## src/core/flash_cmd_pkg.sv

```systemverilog
package flash_cmd_pkg;

	// Flash-side geometry
	localparam int ADDR_W = 20;
	localparam int DATA_W = 16;
	localparam int NPART = 4;
	localparam int NBLK = 8;
	localparam int PART_HI = 19;
	localparam int PART_LO = 18;
	localparam int BLK_HI = 19;
	localparam int BLK_LO = 17;

	// Command codes
	localparam logic [7:0] CMD_READ_ARRAY = 8'hFF;
	localparam logic [7:0] CMD_READ_STATUS = 8'h70;
	localparam logic [7:0] CMD_READ_IDENT = 8'h90;
	localparam logic [7:0] CMD_QUERY = 8'h98;
	localparam logic [7:0] CMD_CLEAR_STATUS = 8'h50;
	localparam logic [7:0] CMD_PROG_SETUP = 8'h40;
	localparam logic [7:0] CMD_PROG_ALT = 8'h10;
	localparam logic [7:0] CMD_FAST_SETUP = 8'h30;
	localparam logic [7:0] CMD_ERASE_SETUP = 8'h20;
	localparam logic [7:0] CMD_CONFIRM = 8'hD0;
	localparam logic [7:0] CMD_SUSPEND = 8'hB0;
	localparam logic [7:0] CMD_LOCK_SETUP = 8'h60;
	localparam logic [7:0] CMD_LOCK_BLOCK = 8'h01;
	localparam logic [7:0] CMD_LOCK_DOWN = 8'h2F;
	localparam logic [7:0] CMD_SET_CONFIG = 8'h03;
	localparam logic [7:0] CMD_PROT_SETUP = 8'hC0;

	// Protection lock word and its location
	localparam logic [ADDR_W-1:0] LOCK_PROT_LOC = 20'h00080;
	localparam logic [DATA_W-1:0] LOCK_PROT_DATA = 16'hFFFD;

	// Identifier offsets
	localparam logic [7:0] ID_MAKER = 8'h00;
	localparam logic [7:0] ID_DEVICE = 8'h01;
	localparam logic [7:0] ID_LOCK = 8'h02;
	localparam logic [7:0] ID_CONFIG = 8'h05;
	localparam logic [7:0] ID_PROT_LOCK = 8'h80;
	// Arbitrary identity values
	localparam logic [DATA_W-1:0] MAKER_CODE = 16'h00A5;
	localparam logic [DATA_W-1:0] PART_CODE = 16'h5A01;

	// Reset values
	localparam logic [7:0] STATUS_RESET = 8'h80;
	localparam logic [15:0] CFG_RESET = 16'h8000;
	localparam logic [NBLK-1:0] LOCK_RESET = 8'hFF;

	// Wishbone register offsets
	localparam int WB_ADR_W = 5;
	localparam logic [4:0] REG_STATUS = 5'h00;
	localparam logic [4:0] REG_CONFIG = 5'h04;
	localparam logic [4:0] REG_CTRL = 5'h08;
	localparam logic [4:0] REG_PART = 5'h0C;
	localparam logic [4:0] REG_LOCK = 5'h10;
	localparam logic [4:0] REG_ENGINE = 5'h14;
	localparam int CTRL_WP_BIT = 0;

	typedef enum logic [3:0] {
		RD_ARRAY = 4'b0001,
		RD_STATUS = 4'b0010,
		RD_IDENT = 4'b0100,
		RD_QUERY = 4'b1000
	} read_state_t;

	typedef enum logic [5:0] {
		SU_NONE = 6'b000001,
		SU_PROG = 6'b000010,
		SU_FAST = 6'b000100,
		SU_ERASE = 6'b001000,
		SU_LOCK = 6'b010000,
		SU_PROT = 6'b100000
	} setup_t;

	typedef enum logic [5:0] {
		E_IDLE = 6'b000001,
		E_PROG = 6'b000010,
		E_ERASE = 6'b000100,
		E_PSUSP = 6'b001000,
		E_ESUSP = 6'b010000,
		E_FAST = 6'b100000
	} eng_state_t;

	typedef enum logic [2:0] {
		OP_NONE = 3'h0,
		OP_PROG = 3'h1,
		OP_ERASE = 3'h2,
		OP_FAST = 3'h3,
		OP_FAST_DATA = 3'h4,
		OP_PROT = 3'h5,
		OP_PROT_LOCK = 3'h6
	} eng_op_t;

	typedef struct packed {
		logic ce_n;
		logic oe_n;
		logic we_n;
		logic [ADDR_W-1:0] addr;
		logic [DATA_W-1:0] data;
	} flash_bus_t;

	typedef struct packed {
		eng_op_t op;
		logic [ADDR_W-1:0] addr;
		logic [DATA_W-1:0] data;
	} eng_cmd_t;

	typedef struct packed {
		logic erase;
		logic prog;
		logic supply;
		logic lock;
	} err_t;

endpackage

```

## src/core/flash_command_decoder.sv

```systemverilog
// The Wishbone register port and the address map are this design's own decisions.
`timescale 1ns/1ps
module flash_command_decoder
	import flash_cmd_pkg::*;
(
	// Clock and reset
	input wire logic clk_i,
	input wire logic rst_i,
	// Wishbone slave
	input wire logic wb_cyc_i,
	input wire logic wb_stb_i,
	input wire logic wb_we_i,
	input wire logic [WB_ADR_W-1:0] wb_adr_i,
	input wire logic [3:0] wb_sel_i,
	input wire logic [31:0] wb_dat_i,
	output logic [31:0] wb_dat_o,
	output logic wb_ack_o,
	// Flash bus
	input wire flash_bus_t bus_i,
	input wire logic [DATA_W-1:0] array_data_i,
	input wire logic [7:0] cfi_data_i,
	output logic [DATA_W-1:0] dq_o,
	output logic dq_oe_o,
	output logic [15:0] cfg_o,
	// Write state engine
	output eng_cmd_t eng_cmd_o,
	output logic eng_start_o,
	output logic eng_suspend_o,
	output logic eng_resume_o,
	input wire logic eng_done_i,
	input wire err_t eng_err_i
);

	localparam int PW = PART_HI - PART_LO + 1;
	localparam int BW = BLK_HI - BLK_LO + 1;

	function automatic logic [PW-1:0] part_of(logic [ADDR_W-1:0] a);
		return a[PART_HI:PART_LO];
	endfunction

	function automatic logic [BW-1:0] block_of(logic [ADDR_W-1:0] a);
		return a[BLK_HI:BLK_LO];
	endfunction

	read_state_t rd_state [NPART];
	setup_t setup [NPART];
	eng_state_t eng;
	logic [PW-1:0] busy_part;
	err_t err;
	logic [NBLK-1:0] locked;
	logic [NBLK-1:0] down;
	logic prot_locked;
	logic write_protect;
	logic prev_we_n;
	logic prev_ce_n;
	logic prev_oe_n;
	logic [7:0] status_shown;

	read_state_t next_rd [NPART];
	setup_t next_su [NPART];
	eng_state_t next_eng;
	logic [PW-1:0] next_bp;
	err_t next_err;
	logic [NBLK-1:0] next_lk;
	logic [NBLK-1:0] next_dn;
	logic [15:0] next_cfg;
	logic next_prot;
	logic next_start;
	logic next_susp;
	logic next_res;
	eng_cmd_t next_cmd;

	// Write strobe: address and data are taken at the WE rising edge
	wire wr = ~prev_we_n & bus_i.we_n & ~bus_i.ce_n;
	wire [PW-1:0] wr_part = part_of(bus_i.addr);
	wire [BW-1:0] wr_blk = block_of(bus_i.addr);
	wire [7:0] code = bus_i.data[7:0];
	wire running = (eng == E_PROG) || (eng == E_ERASE);
	wire suspended = (eng == E_PSUSP) || (eng == E_ESUSP);
	wire busy_p = (running || eng == E_FAST) && (wr_part == busy_part);
	wire can_start = (eng == E_IDLE) && !write_protect;
	wire is_prot_lock = (bus_i.addr == LOCK_PROT_LOC) &&
		(bus_i.data == LOCK_PROT_DATA);

	logic other_pending;
	always_comb begin
		other_pending = 1'b0;
		for (int i = 0; i < NPART; i++) begin
			if (setup[i] != SU_NONE && i != int'(wr_part)) begin
				other_pending = 1'b1;
			end
		end
	end

	// Command front end: decides the next state of every partition
	logic seq_err;
	logic clr_err;
	logic launch;
	eng_op_t launch_op;
	eng_state_t launch_st;
	always_comb begin
		next_rd = rd_state;
		next_su = setup;
		next_eng = eng;
		next_bp = busy_part;
		next_lk = locked;
		next_dn = down;
		next_cfg = cfg_o;
		next_prot = prot_locked;
		next_start = 1'b0;
		next_susp = 1'b0;
		next_res = 1'b0;
		next_cmd = eng_cmd_o;
		seq_err = 1'b0;
		clr_err = 1'b0;
		launch = 1'b0;
		launch_op = OP_NONE;
		launch_st = E_IDLE;
		if (wr) begin
			if (eng == E_FAST) begin
				// Only data words for the running partition count
				if (wr_part == busy_part) begin
					next_start = 1'b1;
					next_cmd = '{OP_FAST_DATA, bus_i.addr, bus_i.data};
				end
			end else if (setup[wr_part] != SU_NONE) begin
				next_su[wr_part] = SU_NONE;
				next_rd[wr_part] = RD_STATUS;
				case (setup[wr_part])
					SU_PROG: begin
						launch = 1'b1;
						launch_op = OP_PROG;
						launch_st = E_PROG;
					end
					SU_FAST: begin
						if (code == CMD_CONFIRM) begin
							launch = 1'b1;
							launch_op = OP_FAST;
							launch_st = E_FAST;
						end else begin
							seq_err = 1'b1;
						end
					end
					SU_ERASE: begin
						if (code == CMD_CONFIRM) begin
							// Confirm cycle address picks the block
							launch = 1'b1;
							launch_op = OP_ERASE;
							launch_st = E_ERASE;
						end else begin
							seq_err = 1'b1;
						end
					end
					SU_LOCK: begin
						case (code)
							CMD_LOCK_BLOCK: next_lk[wr_blk] = 1'b1;
							CMD_LOCK_DOWN: begin
								next_lk[wr_blk] = 1'b1;
								next_dn[wr_blk] = 1'b1;
							end
							CMD_CONFIRM: begin
								if (!down[wr_blk]) begin
									next_lk[wr_blk] = 1'b0;
								end
							end
							CMD_SET_CONFIG: begin
								next_cfg = bus_i.addr[15:0];
								next_rd[wr_part] = RD_ARRAY;
							end
							default: seq_err = 1'b1;
						endcase
					end
					SU_PROT: begin
						launch = 1'b1;
						launch_op = is_prot_lock ? OP_PROT_LOCK : OP_PROT;
						launch_st = E_PROG;
					end
					default: seq_err = 1'b1;
				endcase
			end else if (other_pending) begin
				// A write elsewhere broke a pending sequence
				seq_err = 1'b1;
				for (int i = 0; i < NPART; i++) begin
					if (setup[i] != SU_NONE) begin
						next_su[i] = SU_NONE;
						next_rd[i] = RD_STATUS;
					end
				end
			end else if (busy_p) begin
				if (code == CMD_READ_STATUS) begin
					next_rd[wr_part] = RD_STATUS;
				end else if (code == CMD_SUSPEND) begin
					next_susp = 1'b1;
					next_eng = (eng == E_PROG) ? E_PSUSP : E_ESUSP;
				end
			end else begin
				case (code)
					CMD_READ_ARRAY: next_rd[wr_part] = RD_ARRAY;
					CMD_READ_STATUS: next_rd[wr_part] = RD_STATUS;
					CMD_READ_IDENT: next_rd[wr_part] = RD_IDENT;
					CMD_QUERY: next_rd[wr_part] = RD_QUERY;
					CMD_CLEAR_STATUS: clr_err = 1'b1;
					CMD_SUSPEND: begin
						if (running) begin
							next_susp = 1'b1;
							next_eng = (eng == E_PROG) ? E_PSUSP : E_ESUSP;
						end
					end
					CMD_CONFIRM: begin
						if (suspended) begin
							next_res = 1'b1;
							next_eng = (eng == E_PSUSP) ? E_PROG : E_ERASE;
						end
					end
					CMD_PROG_SETUP, CMD_PROG_ALT: begin
						next_su[wr_part] = SU_PROG;
						next_rd[wr_part] = RD_STATUS;
					end
					CMD_FAST_SETUP: begin
						next_su[wr_part] = SU_FAST;
						next_rd[wr_part] = RD_STATUS;
					end
					CMD_ERASE_SETUP: begin
						next_su[wr_part] = SU_ERASE;
						next_rd[wr_part] = RD_STATUS;
					end
					CMD_LOCK_SETUP: begin
						next_su[wr_part] = SU_LOCK;
						next_rd[wr_part] = RD_STATUS;
					end
					CMD_PROT_SETUP: begin
						next_su[wr_part] = SU_PROT;
						next_rd[wr_part] = RD_STATUS;
					end
					default: ; // Unassigned codes do nothing
				endcase
			end
		end
		// Start is refused while the engine holds another operation
		if (launch && can_start) begin
			next_start = 1'b1;
			next_cmd = '{launch_op, bus_i.addr, bus_i.data};
			next_eng = launch_st;
			next_bp = wr_part;
			next_rd[wr_part] = RD_STATUS;
			if (launch_op == OP_PROT_LOCK) begin
				next_prot = 1'b1;
			end
		end
		if (eng_done_i && (running || eng == E_FAST)) begin
			next_eng = E_IDLE;
		end
	end

	// Engine and sequence errors win over a clear in the same cycle
	wire refused = launch && write_protect;
	assign next_err = (clr_err ? '0 : err) | eng_err_i |
		err_t'{erase: seq_err, prog: seq_err, supply: refused,
		lock: 1'b0};

	wire [7:0] status_word = {eng == E_IDLE || suspended,
		eng == E_ESUSP, err.erase, err.prog, err.supply,
		eng == E_PSUSP, err.lock, 1'b0};

	always_ff @(posedge clk_i) begin
		if (rst_i) begin
			for (int i = 0; i < NPART; i++) begin
				rd_state[i] <= RD_ARRAY;
				setup[i] <= SU_NONE;
			end
			eng <= E_IDLE;
			busy_part <= '0;
			err <= '0;
			locked <= LOCK_RESET;
			down <= '0;
			cfg_o <= CFG_RESET;
			prot_locked <= 1'b0;
		end else begin
			rd_state <= next_rd;
			setup <= next_su;
			eng <= next_eng;
			busy_part <= next_bp;
			err <= next_err;
			locked <= next_lk;
			down <= next_dn;
			cfg_o <= next_cfg;
			prot_locked <= next_prot;
		end
	end

	always_ff @(posedge clk_i) begin
		if (rst_i) begin
			eng_cmd_o <= '{OP_NONE, '0, '0};
			eng_start_o <= 1'b0;
			eng_suspend_o <= 1'b0;
			eng_resume_o <= 1'b0;
		end else begin
			eng_cmd_o <= next_cmd;
			eng_start_o <= next_start;
			eng_suspend_o <= next_susp;
			eng_resume_o <= next_res;
		end
	end

	// Read path
	wire [PW-1:0] rd_part = part_of(bus_i.addr);
	wire [BW-1:0] rd_blk = block_of(bus_i.addr);
	wire read_state_t cur_rd = rd_state[rd_part];
	wire [7:0] id_off = bus_i.addr[7:0];
	wire [DATA_W-1:0] id_word =
		(id_off == ID_MAKER) ? MAKER_CODE :
		(id_off == ID_DEVICE) ? PART_CODE :
		(id_off == ID_LOCK) ? {14'h0000, down[rd_blk], locked[rd_blk]} :
		(id_off == ID_CONFIG) ? cfg_o :
		(id_off == ID_PROT_LOCK) ? {15'h0000, prot_locked} :
		16'h0000;
	wire [DATA_W-1:0] rd_word =
		(cur_rd == RD_STATUS) ? {8'h00, status_shown} :
		(cur_rd == RD_IDENT) ? id_word :
		(cur_rd == RD_QUERY) ? {8'h00, cfi_data_i} :
		array_data_i;
	// Polling software must toggle CE or OE to see progress
	wire toggled = (bus_i.ce_n != prev_ce_n) || (bus_i.oe_n != prev_oe_n);
	wire refresh = toggled || !(running || eng == E_FAST);

	always_ff @(posedge clk_i) begin
		if (rst_i) begin
			prev_we_n <= 1'b1;
			prev_ce_n <= 1'b1;
			prev_oe_n <= 1'b1;
			status_shown <= STATUS_RESET;
			dq_o <= '0;
			dq_oe_o <= 1'b0;
		end else begin
			prev_we_n <= bus_i.we_n;
			prev_ce_n <= bus_i.ce_n;
			prev_oe_n <= bus_i.oe_n;
			if (refresh) begin
				status_shown <= status_word;
			end
			dq_o <= rd_word;
			dq_oe_o <= ~bus_i.ce_n & ~bus_i.oe_n & bus_i.we_n;
		end
	end

	// Wishbone slave: one wait state, unmapped reads give zero
	wire wb_hit = wb_cyc_i & wb_stb_i & ~wb_ack_o;
	wire ctrl_wr = wb_hit & wb_we_i & (wb_adr_i == REG_CTRL) & wb_sel_i[0];
	wire [31:0] wb_rd =
		(wb_adr_i == REG_STATUS) ? {24'h000000, status_word} :
		(wb_adr_i == REG_CONFIG) ? {16'h0000, cfg_o} :
		(wb_adr_i == REG_CTRL) ? {31'h00000000, write_protect} :
		(wb_adr_i == REG_PART) ? {16'h0000, rd_state[3], rd_state[2],
			rd_state[1], rd_state[0]} :
		(wb_adr_i == REG_LOCK) ? {16'h0000, down, locked} :
		(wb_adr_i == REG_ENGINE) ? {24'h000000, 2'b00, eng} :
		32'h00000000;

	always_ff @(posedge clk_i) begin
		if (rst_i) begin
			wb_ack_o <= 1'b0;
			wb_dat_o <= '0;
			write_protect <= 1'b0;
		end else begin
			wb_ack_o <= wb_hit;
			if (wb_hit) begin
				wb_dat_o <= wb_rd;
			end
			if (ctrl_wr) begin
				write_protect <= wb_dat_i[CTRL_WP_BIT];
			end
		end
	end

endmodule

```

## config.mk

```make
export PLATFORM = sky130hd
export DESIGN_NAME = flash_command_decoder
export DESIGN_NICKNAME = d
export VERILOG_FILES = /design/src/core/flash_cmd_pkg.sv /design/src/core/flash_command_decoder.sv
export SDC_FILE = /design/constraint.sdc
export NUM_CORES = 1
export LEC_CHECK = 0
export BUFFER_PORTS_ARGS = -buffer_cell sky130_fd_sc_hd__clkbuf_2
export CORE_AREA = 2 2 134 136
export DETAILED_ROUTE_END_ITERATION = 16
export DIE_AREA = 0 0 136 138
export PLACE_DENSITY_LB_ADDON = 0.1
export SETUP_SLACK_MARGIN = 0.5
export SLEW_MARGIN = 20
export SYNTH_ARGS = -nofsm -noshare
export SYNTH_HDL_FRONTEND = slang
export SYNTH_SLANG_ARGS = --single-unit
```

## constraint.sdc

```tcl
create_clock -name clk_i -period 3.7 [get_ports clk_i]
set_input_delay 0.185 -clock clk_i [delete_from_list [all_inputs] [get_ports clk_i]]
set_output_delay 0.185 -clock clk_i [all_outputs]
set_load 0.02 [all_outputs]
```

==> results.txt <==
* Post-detail-place hpwl: between 20000 and 25000 um
- No sink is reached through more buffers than the 2 on the longest clock path.
- Pin placement for this block handled ~220 I/O pins.
- Final hold analysis gives a worst-case slack of ~0.0077 ns.
* Path type of the worst min-delay path: input port to flop
* Combinational Power Share: a little over a tenth
- Largest net degree at the start of global routing: 69
* Portion of synthesized cell area occupied by the leading cell type: between 30% and 40%
* FF-to-FF path depth: 7
* Post-synthesis sequential element count: 172
* Overflow after GRT: 0
- After detailed routing, the average wire length per cell comes to between 20 and 25 um.
* Number of warnings reported in the yosys synthesis log: 0
- The largest single stage delay on the critical path is roughly 0.63 ns.
- First-pass GRT wire length: approximately 48000 um
- In this run the most critical hold path is launched from array_data_i[10].
* GPL Wtd Cong: a little under 1
- Post-layout min period: between 3 and 4 ns
* Final count of hold timing violations: 0
- Setup repair after global routing missed its margin: false
* Worst Setup End Kind: flop
* Vias/cell: around 6.1
- Register clock-pin slew on the reported worst setup and hold paths: 0.07 ns
- In this run the power density over the cells is ~370 nW/um^2.
- Headroom to the max-slew limit came out at a little under two fifths.
- The setup path with the least slack is of type flop to flop.
- Power share of the sequential group: a little under half
* Result of the run: complete, no violations
* Inst Count DP: between 1k and 1.5k
* Netlist cell types: between 80 and 90
- Capture point of the worst reg-to-reg path: eng[1]
- Traced cell by cell, the critical path runs through mux4_2, nor4_4, and2_1, nand2_1, a211o_1, and3_1, a211oi_1.
- Maximum net fanout on the critical path: 10
* DRC viols: 0
- Tightest Pin Transition: ~0.94 ns
- The biggest area contributor in the post-synthesis netlist is sky130_fd_sc_hd__dfxtp_1.
- The tool flagged a number of max-cap violations equal to 0.
* Cell depth of the worst min-delay path: 3
* Number of routed nets with antenna violations: 0
- Num rows: around 50
- STA puts the critical path data required time at 4.04 ns.
* Number of sinks on the clock net: between 150 and 200
- Layout net count: around 1.4k
* Switching power of the nets: around 1.2 mW
* Share of synthesized flip-flops with an asynchronous set or reset: 0%
* Final core occ: 63.66%
- After synthesis, the cell types taking the most area are sky130_fd_sc_hd__dfxtp_1 (37%), sky130_fd_sc_hd__mux2i_1 (9.5%), sky130_fd_sc_hd__nor2_1 (6.7%), sky130_fd_sc_hd__a21oi_1 (4.2%), sky130_fd_sc_hd__nand2_1 (2.7%).
- Setup violations remaining at the end of the flow were counted as 0.
- Cell-internal power: 2.941 mW
- The initial antenna violation count was 0.
* Via Count: 9389
- Iteration count of the initial detailed-routing pass: 5
* Switching share of power: between 20% and 30%
- For the final routed database, the setup TNS stands at 0 ns.
* Avg Synthesized Cell Area: ~8.3 um^2
- Data arrival time of the critical path: 3.39 ns
* Sequential-to-total area share from yosys stat: 36.62%
- The root buffer cell chosen for the clock tree is sky130_fd_sc_hd__clkbuf_16.
* Number of enable-type register cells in the synthesized netlist: 0
- Cells with a size suffix above 1 make up 22.57% of the layout.
* FF-to-FF setup slack: between 0.6 and 0.7 ns
- The worst setup path is launched from a flop.
- The analysis attributes to cell leakage a power of ~4.7 nW.
- Fmax: approximately 330 MHz
- In this run the critical register-to-register path is launched from setup[2].
- Clk pwr share: between 40% and 50%
- Global routing used between 30 and 40% of the available tracks across all layers.
- The routed design has between 30000 and 40000 um of wire.
* Fraction of the cycle the final worst path needs: 82.53%
* Endpoint of the worst hold path: dq_o[10]
- Clock tree from TritonCTS: done
- Die Span X: 136 um
- After floorplanning, the core was sized to cover roughly 18000 um^2.
* Most repeated cell in the gate-level netlist after synthesis: sky130_fd_sc_hd__dfxtp_1
- Commonest cells in the netlist: sky130_fd_sc_hd__dfxtp_1 (172), sky130_fd_sc_hd__nor2_1 (169), sky130_fd_sc_hd__mux2i_1 (89)
* Top_reg_cell synth: sky130_fd_sc_hd__dfxtp_1
- The finished layout holds between 1.5k and 2k standard cells, fillers aside.
* Clock buffers created by TritonCTS: 17
- Number of global-route vias before repair: 8515
* Drt initial violations: 900
- Total of buffers placed on input and output ports: ~170
* Post-synthesis cell count: around 1.1k
* Critical path's slowest cell: sky130_fd_sc_hd__mux4_2
- The area growth from synthesis to layout is 18.72%.
- The later pin in the worst-skew pair is clocked with a latency of ~0.43 ns.
* Area of the die: between 15000 and 20000 um^2
- Synthesized cell area: 9403 um^2
* Level count of the clock H-tree: 4
* Initial core utilization: around 54%
* Antenna Cells: 0
* Skew final: 0.01193 ns
* Floorplan die height: around 140 um
- VDD sags by at most roughly 0.00042 V.
- Total power: just over 4 mW
* Final max-slew violation count: 0
critical path, delay by kind of cell (launching register included):
kind            cells  cell delay [ns]
simple gates        4             1.36
mux                 1             0.63
compound gates      2             0.62
flops               1             0.35
state kept, by name, indices dropped and copies added (netlist names), 2 cells and up, named ones only:
| register | flops |
|---|---|
| err | 4 |
| wb_dat_o | 16 |
| rd_state | 16 |
| setup | 24 |
| dq_o | 16 |
| eng_cmd_o | 39 |
| status_shown | 7 |
| down | 8 |
| busy_part | 2 |
| cfg_o | 16 |
| eng | 6 |
power groups by stage:
stage | sequential (mW) | clock [mW] | combinational, mW
detailed placement | 1.94 | 0 | 0.426
global route | 1.90 | 1.84 | 0.483
CTS | 1.90 | 1.77 | 0.440
finish | 1.90 | 1.76 | 0.449
floorplan | 1.96 | 0 | 0.263
global placement | 1.94 | 0 | 0.423
timing repair:
| action | 4_1_cts | 5_1_grt |
|---|---|---|
| endpoints found under the setup margin | 0 | 2 |
| endpoints found under the hold margin | 16 | 0 |
| hold buffers | 15 | 0 |
| setup buffers | 0 | 0 |
| gates resized for setup | 0 | 1 |
worst max path at each step:
stage               from             to  slack (ns)  depth (start not counted)
4_1_cts        setup[13]         eng[1]        0.73                          7
3_5_place_dp   bus_i[34]         eng[1]        0.50                          8
3_3_place_gp   bus_i[34]         eng[1]        0.56                          8
6_report        setup[2]         eng[1]        0.65                          7
5_1_grt         setup[1]         eng[1]        0.50                          7
2_1_floorplan  bus_i[35]  eng_cmd_o[34]        0.99                         11
cells in the final DEF (no fill, tap or decap), drive strengths merged, types with 8 or more instances in the layout:
cell type,count
a211oi,33
a21oi,78
a221oi,8
a22o,13
a22oi,9
a31oi,18
and2,10
buf,38
clkbuf,188
conb,16
dfxtp,172
dlygate4sd3,15
inv,21
mux2i,89
mux4,11
nand2,68
nand2b,15
nand3,18
nand4,14
nor2,170
nor2b,17
nor3,49
nor4,10
nor4b,10
o21ai,49
o22ai,11
or2,11
or3,10
per-layer routing:
| metal | vias to the layer above | global-route usage [%] | routed length, um |
|---|---|---|---|
| met5 | - | 0 | 0 |
| met4 | 0 | 10.69 | 891 |
| met3 | 69 | 6.271 | 3033 |
| met2 | 525 | 50.86 | 13960 |
| met1 | 4374 | 44.71 | 12800 |
| li1 | 4421 | - | - |
layout make-up:
class	instances	area (um^2)
Tap cell	229	286.5
Sequential cell	172	3443
Clock buffer	18	429.2
Multi-Input combinational cell	857	5505
Clock inverter	14	147.6
Timing Repair Buffer	223	1299
Fill cell	1559	6371
Inverter	14	52.55
stage by stage:
stage	cell area, um^2	setup slack [ns]
3_3_place_gp	10430	0.5577
3_5_place_dp	10430	0.5049
2_1_floorplan	9459	0.9933
6_report	11160	0.6462
5_1_grt	11160	0.4981
4_1_cts	11160	0.7282
kinds of logic after synthesis:
group                     count (synthesis)  share of synthesized area, %
AOI/OAI and AO/OA                       287                         20.39
buffers and inverters                   113                         5.708
muxes                                   106                         12.83
and+or+nand+nor                         439                         23.58
other                                     1                       0.03988
xor gates and xnor gates                  9                        0.8384
DFF                                     172                         36.62
Power figures use the tool's default switching activity.
